==> config.mk <==
export PLATFORM = sky130hd
export DESIGN_NAME = mim_input_mapper
export DESIGN_NICKNAME = d
export VERILOG_FILES = /design/src/rtl/mim_input_mapper.v
export VERILOG_INCLUDE_DIRS = /design/src /design/src/rtl
export SDC_FILE = /design/constraint.sdc
export NUM_CORES = 1
export LEC_CHECK = 0
export ABC_AREA = 1
export BUFFER_PORTS_ARGS = -buffer_cell sky130_fd_sc_hd__buf_2
export CORE_UTILIZATION = 62
export DETAILED_ROUTE_END_ITERATION = 16
export GPL_TIMING_DRIVEN = 0
export PLACE_DENSITY = 0.79
export SLEW_MARGIN = 10
export SYNTH_ARGS = -nofsm -noshare
export SYNTH_HDL_FRONTEND = slang
export SYNTH_SLANG_ARGS = --single-unit
==> constraint.sdc <==
create_clock -name clk_i -period 3.1 [get_ports clk_i]
set_clock_uncertainty 0.1 [all_clocks]
set_input_delay 0.465 -clock clk_i [delete_from_list [all_inputs] [get_ports clk_i]]
set_output_delay 0.465 -clock clk_i [all_outputs]
set_load 0.005 [all_outputs]
==> src/rtl/mim_defs.vh <==
// Constants for the multi-function input mapper
`ifndef MIM_DEFS_VH
`define MIM_DEFS_VH
`define MIM_NUM_TERM 7
`define MIM_SEL_W 16
`define MIM_FREQ_W 16
`define MIM_ADDR_W 4
// Register offsets (word index)
`define MIM_REG_IN1_SEL 4'h0
`define MIM_REG_IN2_SEL 4'h1
`define MIM_REG_IN3_SEL 4'h2
`define MIM_REG_IN4_SEL 4'h3
`define MIM_REG_IN5_SEL 4'h4
`define MIM_REG_AN1_SEL 4'h5
`define MIM_REG_AN2_SEL 4'h6
`define MIM_REG_CTRL 4'h7
`define MIM_REG_RAMP 4'h8
`define MIM_REG_BASE 4'h9
`define MIM_REG_MONITOR 4'hA
`define MIM_REG_FINAL 4'hB
`define MIM_REG_STATUS 4'hC
// Reset values of the selection codes and the ramp register
`define MIM_RST_IN1 16'h0001
`define MIM_RST_IN2 16'h0002
`define MIM_RST_IN3 16'h000B
`define MIM_RST_IN4 16'h000C
`define MIM_RST_IN5 16'h000D
`define MIM_RST_AN 16'h0000
`define MIM_RST_RAMP 16'h0001
// Function codes
`define MIM_FN_NONE 16'h0000
`define MIM_FN_RUN 16'h0001
`define MIM_FN_DIR 16'h0002
`define MIM_FN_STOP3 16'h0003
`define MIM_FN_FINCH 16'h0004
`define MIM_FN_RINCH 16'h0005
`define MIM_FN_UP 16'h0006
`define MIM_FN_DOWN 16'h0007
`define MIM_FN_CLR 16'h0008
// Control register fields
`define MIM_CTRL_SRC_LSB 0
`define MIM_CTRL_SRC_MSB 1
`define MIM_CTRL_MODE_LSB 2
`define MIM_CTRL_MODE_MSB 3
`define MIM_CTRL_NOREV 4
`define MIM_CTRL_SRCA 5
`define MIM_CTRL_W 6
`define MIM_SRC_TERMINAL 2'h1
`define MIM_MODE_3LINE1 2'h2
`define MIM_MODE_3LINE2 2'h3
`endif

==> src/rtl/mim_input_mapper.v <==
// Multi-function input terminal mapper with up/down frequency offset
//
// Overview of operation
// - Seven terminals: five digital, two analog-derived
// - Per-terminal selection codes with documented reset defaults
// - Shared functions combine by OR
// - Selection zero drives no function
// - Code 1 run request under terminal control
// - Code 2 direction under terminal control
// - Code 3 stop in three-line modes only
// - Inch forward/reverse; both stops the drive
// - Reverse inch ignored while reverse prohibited
// - Up/down move offset at ramp rate
// - Code 8 clears the offset to zero
// - Final setpoint is base plus offset
// - Offset only applies while source A used
// - Offset readable through monitor register
//
// Added by the designer: the address-and-strobe port and the placing of the registers.
`include "mim_defs.vh"
`default_nettype none
module mim_input_mapper (
  input wire clk_i,
  input wire srst_i,
  input wire [4:0] digital_input_i,
  input wire [1:0] analog_input_i,
  input wire [3:0] addr_i,
  input wire [15:0] wdata_i,
  input wire wr_i,
  input wire rd_i,
  output reg [15:0] rdata_o,
  output reg run_o,
  output reg direction_o,
  output reg stop_o,
  output reg forward_inch_o,
  output reg reverse_inch_o,
  output reg inch_decel_stop_o,
  output reg [15:0] offset_monitor_o,
  output reg [15:0] final_setpoint_o
);

  localparam N = `MIM_NUM_TERM;

  reg [6:0] sync1_q;
  reg [6:0] sync2_q;
  reg [15:0] sel_q [0:6];
  reg [`MIM_CTRL_W-1:0] ctrl_q;
  reg [15:0] ramp_q;
  reg [15:0] base_q;
  reg [15:0] offset_q;
  reg [15:0] offset_d;
  reg [15:0] final_d;
  reg [15:0] rdata_d;
  wire [6:0] term_w;
  wire [6:0] hit_run;
  wire [6:0] hit_dir;
  wire [6:0] hit_stop;
  wire [6:0] hit_fin;
  wire [6:0] hit_rin;
  wire [6:0] hit_up;
  wire [6:0] hit_dn;
  wire [6:0] hit_clr;
  wire [16:0] up_sum;
  wire term_ctrl;
  wire three_line;
  wire fn_run;
  wire fn_dir;
  wire fn_stop;
  wire fn_fin;
  wire fn_rin;
  wire fn_up;
  wire fn_dn;
  wire fn_clr;

  // Terminal sampling
  always @(posedge clk_i) begin
    if (srst_i) begin
      sync1_q <= 7'h00;
      sync2_q <= 7'h00;
    end else begin
      sync1_q <= {analog_input_i, digital_input_i};
      sync2_q <= sync1_q;
    end
  end

  assign term_w = sync2_q;

  // Per-terminal decode
  genvar g;
  generate
    for (g = 0; g < N; g = g + 1) begin : g_term
      // Code 0 matches no function
      assign hit_run[g] = term_w[g] & (sel_q[g] == `MIM_FN_RUN);
      assign hit_dir[g] = term_w[g] & (sel_q[g] == `MIM_FN_DIR);
      assign hit_stop[g] = term_w[g] & (sel_q[g] == `MIM_FN_STOP3);
      assign hit_fin[g] = term_w[g] & (sel_q[g] == `MIM_FN_FINCH);
      assign hit_rin[g] = term_w[g] & (sel_q[g] == `MIM_FN_RINCH);
      assign hit_up[g] = term_w[g] & (sel_q[g] == `MIM_FN_UP);
      assign hit_dn[g] = term_w[g] & (sel_q[g] == `MIM_FN_DOWN);
      assign hit_clr[g] = term_w[g] & (sel_q[g] == `MIM_FN_CLR);
    end
  endgenerate

  // OR across terminals
  assign fn_run = |hit_run;
  assign fn_dir = |hit_dir;
  assign fn_stop = |hit_stop;
  assign fn_fin = |hit_fin;
  assign fn_rin = (|hit_rin) & ~ctrl_q[`MIM_CTRL_NOREV];
  assign fn_up = |hit_up;
  assign fn_dn = |hit_dn;
  assign fn_clr = |hit_clr;

  assign term_ctrl =
    (ctrl_q[`MIM_CTRL_SRC_MSB:`MIM_CTRL_SRC_LSB] == `MIM_SRC_TERMINAL);
  assign three_line =
    (ctrl_q[`MIM_CTRL_MODE_MSB:`MIM_CTRL_MODE_LSB] == `MIM_MODE_3LINE1) ||
    (ctrl_q[`MIM_CTRL_MODE_MSB:`MIM_CTRL_MODE_LSB] == `MIM_MODE_3LINE2);

  assign up_sum = {1'b0, offset_q} + {1'b0, ramp_q};

  // Offset accumulator next value
  always @* begin
    offset_d = offset_q;
    if (fn_clr) begin
      offset_d = 16'h0000;
    end else if (fn_up && !fn_dn) begin
      if (up_sum[16]) begin
        offset_d = 16'hFFFF;
      end else begin
        offset_d = up_sum[15:0];
      end
    end else if (fn_dn && !fn_up) begin
      if (offset_q < ramp_q) begin
        offset_d = 16'h0000;
      end else begin
        offset_d = offset_q - ramp_q;
      end
    end
  end

  // Final setpoint
  always @* begin
    final_d = base_q;
    if (ctrl_q[`MIM_CTRL_SRCA]) begin
      final_d = base_q + offset_q;
    end
  end

  // Read mux
  always @* begin
    rdata_d = 16'h0000;
    case (addr_i)
      `MIM_REG_IN1_SEL: rdata_d = sel_q[0];
      `MIM_REG_IN2_SEL: rdata_d = sel_q[1];
      `MIM_REG_IN3_SEL: rdata_d = sel_q[2];
      `MIM_REG_IN4_SEL: rdata_d = sel_q[3];
      `MIM_REG_IN5_SEL: rdata_d = sel_q[4];
      `MIM_REG_AN1_SEL: rdata_d = sel_q[5];
      `MIM_REG_AN2_SEL: rdata_d = sel_q[6];
      `MIM_REG_CTRL: rdata_d = {10'h000, ctrl_q};
      `MIM_REG_RAMP: rdata_d = ramp_q;
      `MIM_REG_BASE: rdata_d = base_q;
      `MIM_REG_MONITOR: rdata_d = offset_q;
      `MIM_REG_FINAL: rdata_d = final_setpoint_o;
      `MIM_REG_STATUS: rdata_d = {9'h000, term_w};
      default: rdata_d = 16'h0000;
    endcase
  end

  // Registers and outputs
  always @(posedge clk_i) begin
    if (srst_i) begin
      sel_q[0] <= `MIM_RST_IN1;
      sel_q[1] <= `MIM_RST_IN2;
      sel_q[2] <= `MIM_RST_IN3;
      sel_q[3] <= `MIM_RST_IN4;
      sel_q[4] <= `MIM_RST_IN5;
      sel_q[5] <= `MIM_RST_AN;
      sel_q[6] <= `MIM_RST_AN;
      ctrl_q <= {`MIM_CTRL_W{1'b0}};
      ramp_q <= `MIM_RST_RAMP;
      base_q <= 16'h0000;
      offset_q <= 16'h0000;
      rdata_o <= 16'h0000;
      run_o <= 1'b0;
      direction_o <= 1'b0;
      stop_o <= 1'b0;
      forward_inch_o <= 1'b0;
      reverse_inch_o <= 1'b0;
      inch_decel_stop_o <= 1'b0;
      offset_monitor_o <= 16'h0000;
      final_setpoint_o <= 16'h0000;
    end else begin
      if (wr_i) begin
        case (addr_i)
          `MIM_REG_IN1_SEL: sel_q[0] <= wdata_i;
          `MIM_REG_IN2_SEL: sel_q[1] <= wdata_i;
          `MIM_REG_IN3_SEL: sel_q[2] <= wdata_i;
          `MIM_REG_IN4_SEL: sel_q[3] <= wdata_i;
          `MIM_REG_IN5_SEL: sel_q[4] <= wdata_i;
          `MIM_REG_AN1_SEL: sel_q[5] <= wdata_i;
          `MIM_REG_AN2_SEL: sel_q[6] <= wdata_i;
          `MIM_REG_CTRL: ctrl_q <= wdata_i[`MIM_CTRL_W-1:0];
          `MIM_REG_RAMP: ramp_q <= wdata_i;
          `MIM_REG_BASE: base_q <= wdata_i;
          default: ;
        endcase
      end
      rdata_o <= rd_i ? rdata_d : 16'h0000;
      offset_q <= offset_d;
      run_o <= term_ctrl & fn_run;
      direction_o <= term_ctrl & fn_dir;
      stop_o <= term_ctrl & three_line & fn_stop;
      forward_inch_o <= term_ctrl & fn_fin & ~fn_rin;
      reverse_inch_o <= term_ctrl & fn_rin & ~fn_fin;
      inch_decel_stop_o <= term_ctrl & fn_fin & fn_rin;
      offset_monitor_o <= offset_q;
      final_setpoint_o <= final_d;
    end
  end

endmodule
`default_nettype wire

==> results of run 1 <==
## layer usage
metal	vias to the layer above	global-route usage [%]	routed length [um]
met3	220	6.01	4590
met2	833	70.9	22100
met1	5985	49.5	16400
li1	6045	-	-
met4	0	25.8	3190
met5	-	0	0
## placed cells by master, fill, tap and decap left out, types with 5 or more instances in the layout
master / synthesis / routed
ha_1: 49 / 49
clkinv_1: 2 / 6
nor4_1: 5 / 5
inv_1: 299 / 298
o21ai_0: 70 / 69
xor2_1: 18 / 18
buf_2: 18 / 101
inv_2: 24 / 24
nor3_1: 32 / 29
a21o_1: 5 / 5
nand4_1: 34 / 34
clkbuf_16: 0 / 25
buf_4: 7 / 9
buf_1: 5 / 5
nor2_4: 5 / 8
nand2_2: 20 / 20
nand2_1: 345 / 345
dfxtp_1: 122 / 122
nor2_1: 280 / 273
nand3_1: 119 / 118
edfxtp_1: 112 / 112
clkbuf_1: 15 / 18
nor2_2: 12 / 16
o22ai_1: 42 / 42
a21oi_1: 104 / 104
## kinds of logic after synthesis
family / Yosys count
fa+ha+maj: 52
compound gates: 263
flops: 234
buf+inv: 372
simple gates: 859
xor+xnor: 21
## where the power goes
part,total [mW],internal (mW),switching (mW)
Sequential,3.46,3.37,0.0888
Combinational,0.520,0.130,0.389
Clock,2.70,1.50,1.20
Total,6.68,5.00,1.68
## area by class of cell
type | count | area, sq um | area share [%]
clock inverter | 8 | 46.3 | 0.312
sequential | 234 | 5810 | 39.1
antenna | 2 | 5.00 | 0.0337
tap | 275 | 344 | 2.32
timing repair buffer | 85 | 428 | 2.88
inverter | 325 | 1220 | 8.24
clock buffer | 33 | 668 | 4.50
multi-input combinational | 1195 | 6090 | 41.0
buffer | 47 | 248 | 1.67
## critical path, stage by stage, from the launching register on
cell and delay, ns:
edfxtp_1 0.38, nor2_1 0.15, nand2_1 0.09, nor2_2 0.21, nand2_1 0.10, inv_1 0.17, nand4_1 0.17, o311ai_1 0.13
nor2_1 0.17, ha_1 0.33, buf_4 0.18, a21oi_4 0.18, buf_6 0.20, nand3_1 0.14, nand2_1 0.10, inv_1 0.05
## flip-flops by register name (all words and copies together) (netlist names)
register           count
ctrl_q                 6
offset_monitor_o      16
ramp_q                16
run_o                  1
sync2_q                7
sel_q                112
forward_inch_o         1
sync1_q                7
inch_decel_stop_o      1
direction_o            1
base_q                16
reverse_inch_o         1
rdata_o               16
offset_q              16
final_setpoint_o      16
stop_o                 1
## timing repair
action	4_1_cts	5_1_grt
hold buffers	0	0
setup endpoints to repair	9	14
setup buffers	1	0
pin swaps	0	1
gates cloned	0	0
gates resized for setup	12	9
## how the worst max path moves through the flow
stage / startpoint / end / slack [ns]
final: sel_q[6][10] / offset_q[10] / 0.13
after detailed placement: sel_q[4][10] / offset_q[3] / -0.43
after global placement: sel_q[3][8] / offset_q[3] / -0.31
after global routing: sel_q[2][6] / offset_q[10] / 0.04
after CTS: sel_q[0][12] / offset_q[13] / 0.05
after floorplan: addr_i[2] / sel_q[6][0] / 0.59
## metrics by stage
step | util (%) | instance area [sq um]
6_report | 70.7 | 14900
5_1_grt | 70.7 | 14900
4_1_cts | 70.5 | 14800
3_5_place_dp | 66.9 | 14100
3_3_place_gp | 66.9 | 14100
2_1_floorplan | - | 13300
==> out/qor.yml, run 1 <==
ys_top_cells_by_area: "edfxtp_1 (25%), dfxtp_1 (18%), nand2_1 (9.7%), inv_1 (8.4%), nor2_1 (7.9%)"
async_flop_share_pct: 0
ctsLongestPathBuffers: 3
finalSetupTns_ns: 0
initial_core_util_pct: 63.3
synth_largest_area_cell: "edfxtp_1"
die_h_um: 148
grt_start_max_net_pins: 17
rsz0062_at_grt: "no"
tightest_slew_ns: 0.892
fp.coreArea_sq_mm: 0.0210
antenna_left: 0
yosysWarnings: 0
via_count: 13083
synth_seq_area_share_pct: 43.7
setup_violations: 0
holdWs_ns: 0.0509
clkSinkCount: 234
pre_cts_ws_ns: -0.427
drc_errors: 0
routed_via_density: 5.94
total_power_mw: 6.68
postLayoutSetupSlackWorst_ns: 0.125
dp_hpwl_um: 36200
layout-drive-gt1-share_pct: 11.8
synthMuxAreaShare_pct: 0
port_buffers: 84
max_freq_mhz: 336
p_leak_nw: 7.08
reg2reg_slack_ns: 0.13
slew-limit-headroom_pct: 40.5
reg2reg_to: "offset_q[10]"
min_from: "digital_input_i[2]"
synth.distinct_cells: 49
die_w_um: 148
dieArea_sq_mm: 0.0220
synth_compound_area_share_pct: 11.5
min_path_cells: 3
criticalPathCategory: "flop to flop"
nFillCells: 1696
clk_latency_ns: 0.53
place_inst: 2160
crit_arrival_ns: 3.30
synth_top_area_share_pct: 25.3
synth_xor_area_share_pct: 1.38
irDropWorstVdd_uv: 503
synth_common_cells: "nand2_1 (345), inv_1 (299), nor2_1 (280)"
r2r_cells: 15
htree_levels: 1
postSynthAreaPerCell_sq_um: 7.38
antenna_found_initial: 1
ys_ff_latch: 234
start_kind: "flop"
syn_to_final_growth_pct: 11.7
maxSlewViolCount: 0
netlist_area_sq_mm: 0.0133
power_density_mw_per_mm2: 449
wl_per_cell_um: 21.0
synthMostInstantiatedCell: "nand2_1"
synth_edf_count: 112
syn_inst: 1801
grt_pass1_vias: 12341
place.gp.congestion: 1.05
pin_count: 85
hold_path.class: "primary input to flop"
wl_um: 46200
synth_simple_gate_area_share_pct: 27.5
cts.clk_slew.worst_paths_ns: 0.06
grt_pass1_wl_um: 68300
cts_buffers: 24
grt_overflow: 0
dr.pass1.iters: 6
synth_top_family_by_area: "simple AND/OR/NAND/NOR gates"
final_cell_count_no_fill: 2204
fin_crit_sh_pct: 96.0
hold_viol_final: 0
drv_cap: 0
synth_nets: 1884
cp.required_ns: 3.42
end_kind: "flop"
synth_ff_type: "dfxtp_1"
cts_root_buffer: "clkbuf_16"
drt_iter0_drc: 1679
rows: 53
period_minus_slack_ns: 2.97
track_usage_pct: 41.6
cts_tree: "built"
hold_end: "sync1_q[2]"
cp_max_fo: 10
nNetsFinal: 1995
synthAdderAreaFrac_pct: 5.06
status: "finished clean"
r2r_start: "sel_q[6][10]"
(Power assumes the default switching activity.)
==> inputs of run 2 (changes only) <==
--- a/config.mk
+++ b/config.mk
@@ -8,10 +8,11 @@
 export LEC_CHECK = 0
 export ABC_AREA = 1
 export BUFFER_PORTS_ARGS = -buffer_cell sky130_fd_sc_hd__buf_2
+export CORE_MARGIN = 2
 export CORE_UTILIZATION = 62
 export DETAILED_ROUTE_END_ITERATION = 16
 export GPL_TIMING_DRIVEN = 0
-export PLACE_DENSITY = 0.79
+export PLACE_DENSITY = 0.81
 export SLEW_MARGIN = 10
 export SYNTH_ARGS = -nofsm -noshare
 export SYNTH_HDL_FRONTEND = slang
==> out/qor.yml, run 2 (synthesis results as in run 1) <==
status: "finished clean"
setup_violations: 0
wl_per_cell_um: 21.0
antenna_found_initial: 0
hold_path.class: "primary input to flop"
grt_pass1_wl_um: 69000
die_w_um: 150
reg2reg_slack_ns: 0.002
maxSlewViolCount: 0
rows: 53
port_buffers: 84
p_leak_nw: 7.10
tightest_slew_ns: 0.888
cts_buffers: 25
layout_commonest_cell: "nand2_1"
grt_overflow: 0
cp.required_ns: 3.42
wl_um: 46200
dieArea_sq_mm: 0.0226
antenna_cells: 0
min_path_cells: 3
antenna_left: 0
max_freq_mhz: 323
cts_hold_buf: 0
grt_pass1_vias: 12478
p_switching_mw: 1.73
slew-limit-headroom_pct: 40.8
cp_max_fo: 10
criticalPathCategory: "flop to flop"
initial_core_util_pct: 63.3
cts_tree: "built"
crit_arrival_ns: 3.42
drv_cap: 0
ctsLongestPathBuffers: 3
die_h_um: 150
cts_root_buffer: "clkbuf_16"
min_from: "digital_input_i[3]"
post-route-util_pct: 70.7
hold_viol_final: 0
fp.coreArea_sq_mm: 0.0210
largest-register: "sel_q"
hold_end: "sync1_q[3]"
layout_common_cells: "nand2_1 (345), inv_1 (298), nor2_1 (272)"
layout-drive-gt1-share_pct: 11.9
fin_crit_sh_pct: 99.9
via_count: 13168
p_int_mw: 5.03
grt_start_max_net_pins: 17
power_density_mw_per_mm2: 454
cts.clk_slew.worst_paths_ns: 0.07
r2r_start: "sel_q[4][13]"
drc_errors: 0
track_usage_pct: 40.7
total_power_mw: 6.76
dp_hpwl_um: 35900
clkSinkCount: 234
p_clk_share_pct: 41.1
routed_via_density: 5.97
holdWs_ns: 0.0430
htree_levels: 1
dr.pass1.iters: 8
switching_share_pct: 25.6
seqPwrFrac_pct: 51.1
irDropWorstVdd_uv: 556
period_minus_slack_ns: 3.10
reg2reg_to: "offset_q[9]"
p_comb_share_pct: 7.7
start_kind: "flop"
postLayoutSetupSlackWorst_ns: 0.00194
end_kind: "flop"
largest_register_ffs: 112
place.gp.congestion: 1.06
pre_cts_ws_ns: -0.386
pin_count: 85
syn_to_final_growth_pct: 11.8
r2r_cells: 13
drt_iter0_drc: 1515
clk_latency_ns: 0.53
nNetsFinal: 1996
-- run 2: cell types whose count changed in the layout (fill, tap and decap cells not counted), sizes merged --
cell	previous run	this run
diode	2	0
clkbuf	48	53
clkinvlp	3	2
inv	322	324
buf	117	116
-- run 2: critical path, cell delays in order (launching register included) --
cell	delay (ns)
edfxtp_1	0.42
nor2_1	0.19
nand3_1	0.12
nor2_2	0.39
nand3_1	0.15
o211a_1	0.16
nand4_1	0.22
ha_1	0.28
clkbuf_4	0.19
a21oi_4	0.18
buf_6	0.18
nand3_1	0.21
nand2_1	0.14
inv_1	0.05
-- run 2: stage by stage --
stage	std cells	setup TNS (ns)	instance area, sq um
4_1_cts	2206	0	14800
3_5_place_dp	2160	-3.25	14100
3_3_place_gp	2160	-8.04	14100
2_1_floorplan	1801	0	13300
5_1_grt	2207	-0.0343	14900
6_report	2207	0	14900
-- run 2: power by group through the flow --
stage                     sequential, mW  combinational [mW]  clock (mW)
after floorplan                     3.49               0.302           0
after global placement              3.51               0.482           0
after detailed placement            3.51               0.492           0
after CTS                           3.45               0.499        2.77
after global routing                3.46               0.556        2.88
final                               3.46               0.522        2.78
-- run 2: worst max-delay path by stage --
stage	startpoint	endpoint	slack [ns]	cells after the start
after floorplan	addr_i[2]	sel_q[6][0]	0.59	4
after global placement	sel_q[3][9]	offset_q[3]	-0.35	13
after detailed placement	sel_q[3][9]	offset_q[3]	-0.39	13
after CTS	sel_q[6][10]	offset_q[9]	0.02	16
after global routing	sel_q[4][13]	offset_q[9]	-0.03	13
final	sel_q[4][13]	offset_q[9]	0.002	13
-- run 2: layout make-up --
cell class / instances / area [sq um]
Tap cell: 275 / 344
Multi-Input combinational cell: 1195 / 6090
Clock inverter: 9 / 56.3
Sequential cell: 234 / 5810
Fill cell: 1734 / 6150
Inverter: 325 / 1220
Timing Repair Buffer: 85 / 428
Clock buffer: 37 / 681
Buffer: 47 / 248
-- run 2: what timing repair did --
action	CTS	global route
buffers inserted	0	1
resized for setup	8	12
pin swaps	0	0
endpoints found under the setup margin	9	13
-- run 2: layer usage --
metal | routed length (um) | global-route usage (%) | part of all wire, % | vias to the layer above
li1 | - | - | - | 6066
met1 | 16300 | 47.8 | 35 | 5999
met2 | 21800 | 68.8 | 47 | 877
met3 | 4810 | 8.52 | 10 | 226
met4 | 3270 | 24.1 | 7.1 | 0
met5 | 0 | 0 | 0 | -
